`config.mk`:
```
export PLATFORM = sky130hd
export DESIGN_NAME = tcc_channel
export DESIGN_NICKNAME = d
export VERILOG_FILES = /design/src/tcc_pkg.sv /design/src/tcc_edge_if.sv /design/src/tcc_edge_detect.sv /design/src/tcc_channel.sv
export SDC_FILE = /design/constraint.sdc
export NUM_CORES = 1
export LEC_CHECK = 0
export BUFFER_PORTS_ARGS = -buffer_cell sky130_fd_sc_hd__buf_2
export CORE_ASPECT_RATIO = 0.9
export CORE_MARGIN = 5
export CORE_UTILIZATION = 59
export DETAILED_ROUTE_END_ITERATION = 12
export PLACE_DENSITY = 0.9
export SLEW_MARGIN = 20
export SYNTH_ARGS = -nofsm -noshare
export SYNTH_HDL_FRONTEND = slang
export SYNTH_SLANG_ARGS = --single-unit
```
`constraint.sdc`:
```
create_clock -name pclk -period 3.42 [get_ports pclk]
set_input_delay 0.513 -clock pclk [delete_from_list [all_inputs] [get_ports pclk]]
set_output_delay 0.513 -clock pclk [all_outputs]
set_load 0.01 [all_outputs]
```
`src/tcc_pkg.sv`:
```
// Constants and types for the timer compare/capture channel
package tcc_pkg;

	// ----------------------------------------------------------------
	// Bus geometry
	// ----------------------------------------------------------------
	localparam int          ADDR_W        = 20;
	localparam int          DATA_W        = 32;
	localparam int          REG_W         = 16;

	// ----------------------------------------------------------------
	// Register indices (byte address is four times the index)
	// ----------------------------------------------------------------
	localparam logic [15:0] IDX_TIMER_CTL = 16'h5400;
	localparam logic [15:0] IDX_COUNTER   = 16'h5402;
	localparam logic [15:0] IDX_MODE_CTL  = 16'h5404;
	localparam logic [15:0] IDX_A_DATA    = 16'h5406;
	localparam logic [15:0] IDX_B_DATA    = 16'h5408;
	localparam logic [15:0] IDX_IRQ_EN    = 16'h540A;
	localparam logic [15:0] IDX_IRQ_FLAG  = 16'h540C;

	// ----------------------------------------------------------------
	// Field positions
	// ----------------------------------------------------------------
	localparam int          TCTL_RUN      = 0;
	localparam int          TCTL_BUF      = 1;
	localparam int          CTL_A_MODE    = 0;
	localparam int          CTL_A_INV     = 1;
	localparam int          CTL_A_WAVE    = 4;
	localparam int          CTL_A_EDGE    = 6;
	localparam int          CTL_B_MODE    = 8;
	localparam int          CTL_B_EDGE    = 14;
	localparam int          IRQ_CMP_A     = 0;
	localparam int          IRQ_CMP_B     = 1;
	localparam int          IRQ_CAP_A     = 2;
	localparam int          IRQ_CAP_B     = 3;
	localparam int          IRQ_OVW_A     = 4;
	localparam int          IRQ_OVW_B     = 5;
	localparam int          IRQ_W         = 6;

	// ----------------------------------------------------------------
	// Masks, reset values and timing
	// ----------------------------------------------------------------
	localparam logic [15:0] TCTL_MASK     = 16'h0003;
	localparam logic [15:0] MODE_CTL_MASK = 16'hC1F3;
	localparam logic [15:0] REG_RESET     = 16'h0000;
	localparam logic [5:0]  IRQ_RESET     = 6'h00;
	localparam logic [1:0]  WRITE_DELAY   = 2'h2;

	// ----------------------------------------------------------------
	// Encodings
	// ----------------------------------------------------------------
	typedef enum logic [1:0] {
		TCC_EDGE_NONE = 2'b00,
		TCC_EDGE_RISE = 2'b01,
		TCC_EDGE_FALL = 2'b10,
		TCC_EDGE_BOTH = 2'b11
	} tcc_edge_type;

	typedef enum logic [1:0] {
		TCC_WAVE_OFF   = 2'b00,
		TCC_WAVE_SETCL = 2'b01,
		TCC_WAVE_TOG_A = 2'b10,
		TCC_WAVE_TOG_B = 2'b11
	} tcc_wave_type;

endpackage

```
`src/tcc_edge_if.sv`:
```
// Connection between the channel and one capture edge detector
`timescale 1ns/1ps
interface tcc_edge_if;
	logic [1:0] edge_select;
	logic       level;
	logic       hit;

	modport detector (input edge_select, input level, output hit);
	modport owner    (output edge_select, output level, input hit);
endinterface

```
`src/tcc_edge_detect.sv`:
```
// Edge detector for one capture trigger input
`timescale 1ns/1ps
module tcc_edge_detect
	import tcc_pkg::*;
(
	input  wire logic pclk,
	input  wire logic presetn,
	input  wire logic ce,
	tcc_edge_if.detector port
);

	logic prev;

	always_ff @(posedge pclk or negedge presetn) begin
		if (!presetn) begin
			prev <= 1'b0;
		end else if (ce) begin
			prev <= port.level;
		end
	end

	always_comb begin
		case (tcc_edge_type'(port.edge_select))
			TCC_EDGE_RISE: port.hit = port.level & ~prev;
			TCC_EDGE_FALL: port.hit = ~port.level & prev;
			TCC_EDGE_BOTH: port.hit = port.level ^ prev;
			default:       port.hit = 1'b0;
		endcase
	end

endmodule // tcc_edge_detect

```
`src/tcc_channel.sv`:
```
// Compare/capture channel of a 16-bit up-counting timer, APB slave
//
// Function
// - B mode bit one makes B capture
// - Capture A edges: 3 both, 2 fall, 1 rise
// - Capture A edge ignored in comparator mode
// - Waveform A mode selects toggle/set/clear events
// - Waveform A mode ignored in capture mode
// - Invert bit gives active-low waveform A
// - A mode bit one makes A capture
// - Unbuffered A write applies two ticks later
// - Buffered A write loads on compare B
// - A reads return active compare value
// - Counter equal A raises compare A
// - Capture A edge loads counter, raises cause
// - Unbuffered B write applies two ticks later
// - Buffered B write loads on compare B
// - B reads return active compare value
// - Counter equal B raises cause, clears counter
// - Capture B edge loads counter, raises cause
// - Six interrupt enable bits, reset zero
// - Capture B edges decoded as A
// - Flags set by events, cleared writing one
// - Recapture before flag cleared sets overwrite
//
// The APB register port was chosen for this implementation.
`timescale 1ns/1ps
module tcc_channel
	import tcc_pkg::*;
(
	input  wire logic              pclk,
	input  wire logic              presetn,
	input  wire logic              ce,
	input  wire logic              count_tick,
	input  wire logic              psel,
	input  wire logic              penable,
	input  wire logic              pwrite,
	input  wire logic [ADDR_W-1:0] paddr,
	input  wire logic [DATA_W-1:0] pwdata,
	output logic      [DATA_W-1:0] prdata,
	output logic                   pready,
	output logic                   pslverr,
	input  wire logic              capture_a_input,
	input  wire logic              capture_b_input,
	output logic                   waveform_a_output,
	output logic                   compare_a_signal,
	output logic                   compare_b_signal,
	output logic                   irq_request
);

	// ----------------------------------------------------------------
	// Address decode
	// ----------------------------------------------------------------
	function automatic logic reg_hit(input logic [ADDR_W-1:0] addr,
	                                 input logic [15:0] idx);
		reg_hit = (addr == ADDR_W'({idx, 2'b00}));
	endfunction

	logic [REG_W-1:0] timer_ctl;
	logic [REG_W-1:0] mode_ctl;
	logic [REG_W-1:0] counter;
	logic [IRQ_W-1:0] irq_enable;
	logic [IRQ_W-1:0] irq_flag;
	logic [REG_W-1:0] data_reg [2];
	logic [REG_W-1:0] cmp_buf  [2];
	logic [REG_W-1:0] pend_val [2];
	logic [1:0]       pend_cnt [2];
	logic             wave_state;

	logic             acc_done;
	logic             wr;
	logic             wr_data [2];
	logic             reg_mode [2];
	logic             match [2];
	logic             cap_hit [2];
	logic             tick;
	logic             cnt_clk;
	logic             buf_en;
	logic             mapped;
	logic [REG_W-1:0] rd_mux;
	logic [IRQ_W-1:0] flag_set;
	logic             next_wave;

	assign acc_done = ce & psel & penable & pready;
	assign wr       = acc_done & pwrite;
	assign wr_data[0] = wr & reg_hit(paddr, IDX_A_DATA);
	assign wr_data[1] = wr & reg_hit(paddr, IDX_B_DATA);
	assign reg_mode[0] = mode_ctl[CTL_A_MODE];
	assign reg_mode[1] = mode_ctl[CTL_B_MODE];
	assign tick     = ce & count_tick & timer_ctl[TCTL_RUN];
	// Count clock runs whether or not the counter does
	assign cnt_clk  = ce & count_tick;
	assign buf_en   = timer_ctl[TCTL_BUF];

	// ----------------------------------------------------------------
	// Capture edge detectors and comparators
	// ----------------------------------------------------------------
	for (genvar i = 0; i < 2; i++) begin : g_unit
		tcc_edge_if eif ();
		assign eif.edge_select = (i == 0) ? mode_ctl[CTL_A_EDGE +: 2]
		                                  : mode_ctl[CTL_B_EDGE +: 2];
		assign eif.level       = (i == 0) ? capture_a_input : capture_b_input;
		tcc_edge_detect u_edge (
			.pclk    (pclk),
			.presetn (presetn),
			.ce      (ce),
			.port    (eif.detector)
		);
		// Edges count only in capture mode
		assign cap_hit[i] = eif.hit & reg_mode[i];
		assign match[i]   = tick & ~reg_mode[i] & (counter == data_reg[i]);
	end

	// ----------------------------------------------------------------
	// APB slave: one wait state, registered answer
	// ----------------------------------------------------------------
	always_comb begin
		mapped = 1'b1;
		rd_mux = '0;
		if (reg_hit(paddr, IDX_TIMER_CTL)) begin
			rd_mux = timer_ctl;
		end else if (reg_hit(paddr, IDX_COUNTER)) begin
			rd_mux = counter;
		end else if (reg_hit(paddr, IDX_MODE_CTL)) begin
			rd_mux = mode_ctl;
		end else if (reg_hit(paddr, IDX_A_DATA)) begin
			rd_mux = data_reg[0];
		end else if (reg_hit(paddr, IDX_B_DATA)) begin
			rd_mux = data_reg[1];
		end else if (reg_hit(paddr, IDX_IRQ_EN)) begin
			rd_mux = REG_W'(irq_enable);
		end else if (reg_hit(paddr, IDX_IRQ_FLAG)) begin
			rd_mux = REG_W'(irq_flag);
		end else begin
			mapped = 1'b0;
		end
	end

	always_ff @(posedge pclk or negedge presetn) begin
		if (!presetn) begin
			pready  <= 1'b0;
			pslverr <= 1'b0;
			prdata  <= '0;
		end else if (ce) begin
			pready  <= psel & penable & ~pready;
			pslverr <= psel & penable & ~pready & ~mapped;
			if (psel & penable & ~pready & ~pwrite) begin
				prdata <= DATA_W'(rd_mux);
			end
		end
	end

	// ----------------------------------------------------------------
	// Control registers
	// ----------------------------------------------------------------
	always_ff @(posedge pclk or negedge presetn) begin
		if (!presetn) begin
			timer_ctl  <= REG_RESET;
			mode_ctl   <= REG_RESET;
			irq_enable <= IRQ_RESET;
		end else if (wr) begin
			if (reg_hit(paddr, IDX_TIMER_CTL)) begin
				timer_ctl <= pwdata[REG_W-1:0] & TCTL_MASK;
			end
			if (reg_hit(paddr, IDX_MODE_CTL)) begin
				mode_ctl <= pwdata[REG_W-1:0] & MODE_CTL_MASK;
			end
			if (reg_hit(paddr, IDX_IRQ_EN)) begin
				irq_enable <= pwdata[IRQ_W-1:0];
			end
		end
	end

	// ----------------------------------------------------------------
	// Counter
	// ----------------------------------------------------------------
	always_ff @(posedge pclk or negedge presetn) begin
		if (!presetn) begin
			counter <= REG_RESET;
		end else if (tick) begin
			counter <= match[1] ? REG_RESET : counter + 16'h0001;
		end
	end

	// ----------------------------------------------------------------
	// Data registers: compare value, buffer, delayed load, capture
	// ----------------------------------------------------------------
	always_ff @(posedge pclk or negedge presetn) begin
		if (!presetn) begin
			for (int i = 0; i < 2; i++) begin
				data_reg[i] <= REG_RESET;
				cmp_buf[i]  <= REG_RESET;
				pend_val[i] <= REG_RESET;
				pend_cnt[i] <= 2'h0;
			end
		end else if (ce) begin
			for (int i = 0; i < 2; i++) begin
				if (wr_data[i] & ~reg_mode[i] & ~buf_en) begin
					pend_val[i] <= pwdata[REG_W-1:0];
					pend_cnt[i] <= WRITE_DELAY;
				end else if (cnt_clk & (pend_cnt[i] != 2'h0)) begin
					pend_cnt[i] <= pend_cnt[i] - 2'h1;
				end
				// Buffer tracks every compare write, so enabling it keeps the value
				if (wr_data[i] & ~reg_mode[i]) begin
					cmp_buf[i] <= pwdata[REG_W-1:0];
				end
				if (cap_hit[i]) begin
					data_reg[i] <= counter;
				end else if (wr_data[i] & reg_mode[i]) begin
					data_reg[i] <= pwdata[REG_W-1:0];
				end else if (~reg_mode[i] & buf_en & match[1]) begin
					data_reg[i] <= cmp_buf[i];
				end else if (~reg_mode[i] & cnt_clk & (pend_cnt[i] == 2'h1)
				             & ~wr_data[i]) begin
					data_reg[i] <= pend_val[i];
				end
			end
		end
	end

	// ----------------------------------------------------------------
	// Interrupt flags and request
	// ----------------------------------------------------------------
	always_comb begin
		flag_set            = '0;
		flag_set[IRQ_CMP_A] = match[0];
		flag_set[IRQ_CMP_B] = match[1];
		flag_set[IRQ_CAP_A] = cap_hit[0];
		flag_set[IRQ_CAP_B] = cap_hit[1];
		flag_set[IRQ_OVW_A] = cap_hit[0] & irq_flag[IRQ_CAP_A];
		flag_set[IRQ_OVW_B] = cap_hit[1] & irq_flag[IRQ_CAP_B];
	end

	always_ff @(posedge pclk or negedge presetn) begin
		if (!presetn) begin
			irq_flag <= IRQ_RESET;
		end else if (ce) begin
			// Set wins over a same-cycle clear
			if (wr & reg_hit(paddr, IDX_IRQ_FLAG)) begin
				irq_flag <= (irq_flag & ~pwdata[IRQ_W-1:0]) | flag_set;
			end else begin
				irq_flag <= irq_flag | flag_set;
			end
		end
	end

	always_ff @(posedge pclk or negedge presetn) begin
		if (!presetn) begin
			irq_request <= 1'b0;
		end else if (ce) begin
			irq_request <= |(irq_flag & irq_enable);
		end
	end

	// ----------------------------------------------------------------
	// Compare strobes and waveform A
	// ----------------------------------------------------------------
	always_comb begin
		next_wave = wave_state;
		if (reg_mode[0]) begin
			next_wave = 1'b0;
		end else begin
			case (tcc_wave_type'(mode_ctl[CTL_A_WAVE +: 2]))
				TCC_WAVE_TOG_B: next_wave = wave_state ^ match[1];
				TCC_WAVE_TOG_A: next_wave = wave_state ^ match[0];
				TCC_WAVE_SETCL: begin
					if (match[1]) begin
						next_wave = 1'b0;
					end else if (match[0]) begin
						next_wave = 1'b1;
					end
				end
				default: next_wave = 1'b0;
			endcase
		end
	end

	always_ff @(posedge pclk or negedge presetn) begin
		if (!presetn) begin
			wave_state        <= 1'b0;
			waveform_a_output <= 1'b0;
			compare_a_signal  <= 1'b0;
			compare_b_signal  <= 1'b0;
		end else if (ce) begin
			wave_state        <= next_wave;
			waveform_a_output <= next_wave ^ (mode_ctl[CTL_A_INV] & ~reg_mode[0]);
			compare_a_signal  <= match[0];
			compare_b_signal  <= match[1];
		end
	end

endmodule // tcc_channel

```
==> run_results.csv <==
group,metric,value,unit
routing,drt_iter0_drc,1014,
layout,finalCoreUtilization,67.7,%
synth,synth_area,8800,um^2
synth,synth_top_cell_by_area,"dfrtp_1",
layout,design_area,9930,um^2
routing,wl_per_cell,21.9,um
grt,grt_use_total,27.8,%
setup_path,path_max_fanout,16,
routing,drt-pass1-iter-count,5,
sta,setup_viol,0,
routing,drc,0,
grt,grt_max_degree,67,
placement,pre_cts_slack,0.338,ns
synth,ys.flop_type,"dfrtp_1",
pwr,power_density,450,nW/um^2
floorplanning,rows,42,
grt,first_global_vias,6972,
synth,ys_seq_area_share,46.7,%
layout,seqCellArea,4100,um^2
routing,routed_via_density,6.45,
layout,final_common_cell,"dfrtp_1",
layout,drive_gt1_share,26.2,%
cts,cts_tree,"yes",
layout,fin_nets,942,
placement,placed_cells,1051,
synth,ys_warn_count,0,
floorplanning,pin_count,99,
pwr,irDropWorstVdd,0.000378,V
cts,cts.sinks,164,
sta,rsz0062_at_grt,"no",
layout,antenna_cells,0,
setup_path,start_kind,"flip-flop",
grt,grt_pass1_wl,38000,um
pwr,p_leak,4.68,nW
layout,fill_cells,1084,
synth,synthArstFlopShare,100,%
cts,ctsHoldBuffers,0,
placement,post_dp_cell_area,9330,um^2
synth,synth.area.top_cells,"dfrtp_1 47%, mux2_2 9.1%, nand2_1 3.4%",
cts,clkSlewWorstSetupHoldPaths,0.07,ns
routing,routed_wirelength,23700,um
cts,cts-root-buf,"clkbuf_16",
cts,clk_latency,0.44,ns
sta,fin_crit,2.81,ns
run,max-cap-violations,0,
sta,fin_hold_ws,0.0837,ns
sta,worstMarginPinSlew,0.665,ns
pwr,total_power,4.47,mW
floorplanning,die-area,17500,um^2
floorplanning,core_area,14700,um^2
synth,syn_inst,813,
setup_path,crit_arrival,3.13,ns
grt,antenna_found_initial,0,
sta,setup_ws,0.614,ns
layout,multi_input_area,4310,um^2
synth,yosysTopAreaCellShare,46.7,%
sta,skew,0.00854,ns
synth,synth-edff-count,0,
sta,maxSlewHeadroom,55.7,%
setup_path,cp-startpoint,"counter[12]",
cts,clockBufferDepth,2,
placement,portBuffers,66,
setup_path,crit_required,3.75,ns
routing,num_vias,6975,
sta,period_share,82.0,%
setup_path,r2r_setup_slack,0.61,ns
worst_hold_path,worstHoldPathType,"input port to async pin",
setup_path,worst-setup-path-type,"flip-flop to flip-flop",
setup_path,crit_path_cell_trace,"xor2_1 > nor4_2 > nand4_2 > nor4_4 > nor2_4 > a21oi_4 > mux2_2",
routing,antenna_left,0,
layout,layout_common_cells,"164 x dfrtp_1, 79 x nand2_1, 71 x mux2_2",
cts,post_cts_resize_count,0,
synth,syn_avg_cell_area,10.8,um^2
run_status,status,"complete, no violations",
setup_path,crit_end,"data_reg[16]",
setup_path,endpoint_kind,"flip-flop",
cts,post_cts_buffers,0,
sta,fmax,356,MHz
floorplanning,start_util,60.0,%
cts,ctsHtreeMaxLevel,4,
layout,final_cells,1082,
placement,routabilityCongestion,0.926,
layout,synthToLayoutAreaGrowth,12.9,%
grt,grt_overflow_total,0,
setup_path,ff2ff_path_depth,7,
setup_path,cpPeakStageDelay,0.52,ns
floorplanning,die-width,139,um
synth,synth-seq-cells,164,
floorplanning,die_y,126,um
synth,synth.distinct_cells,66,
setup_path,r2r_end,"data_reg[16]",
setup_path,reg2reg_from,"counter[12]",
sta,slew_violations,0,
cts,cts-buffers-inserted,17,
setup_path,crit_slowest_cell,"dfrtp_1",
sta,final_hold_viol_count,0,
placement,hpwl,16500,um
sta,fin_tns_setup,0,ns
==> cells in the mapped netlist, types with 3 or more instances <==
cell type and n:
mux2_4 4, nor4_4 4, xnor2_1 25, clkbuf_1 40, o32ai_1 3, a221oi_1 21
mux2_1 16, nand3b_1 3, nand4_1 11, nor2_1 43, buf_4 18, buf_1 4
o21ai_0 55, mux2i_1 18, dfrtp_1 164, xor2_1 21, a222oi_1 7, a21o_1 4
and3_1 6, ha_1 9, a22o_1 25, a21oi_1 6, a31oi_1 12, or3_1 8
inv_1 17, and2_1 9, nor2b_1 7, nand2b_1 3, o32a_1 6, a22oi_1 14
nand2_1 79, o21a_1 7, nand3_1 6, buf_2 10, buf_6 3, nor3_1 5
nor4_2 3, nor2_4 3, mux2_2 71, nor4_1 9
==> logic make-up after synthesis <==
logic type / Yosys count / share of synthesized area (%)
xor+xnor: 46 / 4.58
simple gates: 215 / 13.8
compound gates: 177 / 14.6
flops: 164 / 46.7
buf+inv: 92 / 5.09
mux: 109 / 13.9
fa+ha+maj: 9 / 1.28
other cells: 1 / 0.0426
==> critical path, delay by kind of cell, from the launching register on <==
kind,cells,cell delay (ns)
and+or+nand+nor,4,0.98
DFF,1,0.52
AOI/OAI and AO/OA,1,0.52
muxes,1,0.41
xor gates and xnor gates,1,0.25
==> report_power, final <==
group          total [mW]  internal [mW]  switching (mW)
Combinational       0.430          0.172           0.258
Sequential           2.09           2.01          0.0752
Clock                1.95           1.13           0.821
Total                4.47           3.32            1.16
==> final cells by class <==
cell class | instances | area share [%]
Clock buffer | 20 | 4.60
Clock inverter | 11 | 1.42
Timing Repair Buffer | 100 | 6.08
Sequential cell | 164 | 41.3
Tap cell | 198 | 2.49
Inverter | 17 | 0.642
Multi-Input combinational cell | 572 | 43.4
==> metal layers <==
layer,global-route usage (%),vias up,share of wire (%),wire [um]
li1,-,3039,-,-
met1,37.4,3379,40,9440
met2,42.1,470,45,10600
met3,7.88,87,12,2770
met4,12.7,0,4.0,949
met5,0,-,0,0
==> worst min path at each step <==
stage	cells after the start	end	slack, ns
final	1	data_reg[0]	0.08
after CTS	1	pend_val[5]	0.10
after detailed placement	2	prdata[9]	0.47
after floorplan	0	cmp_buf[0]	0.22
after global placement	1	prdata[1]	0.45
after global routing	1	data_reg[2]	0.13
(Power assumes the default switching activity.)
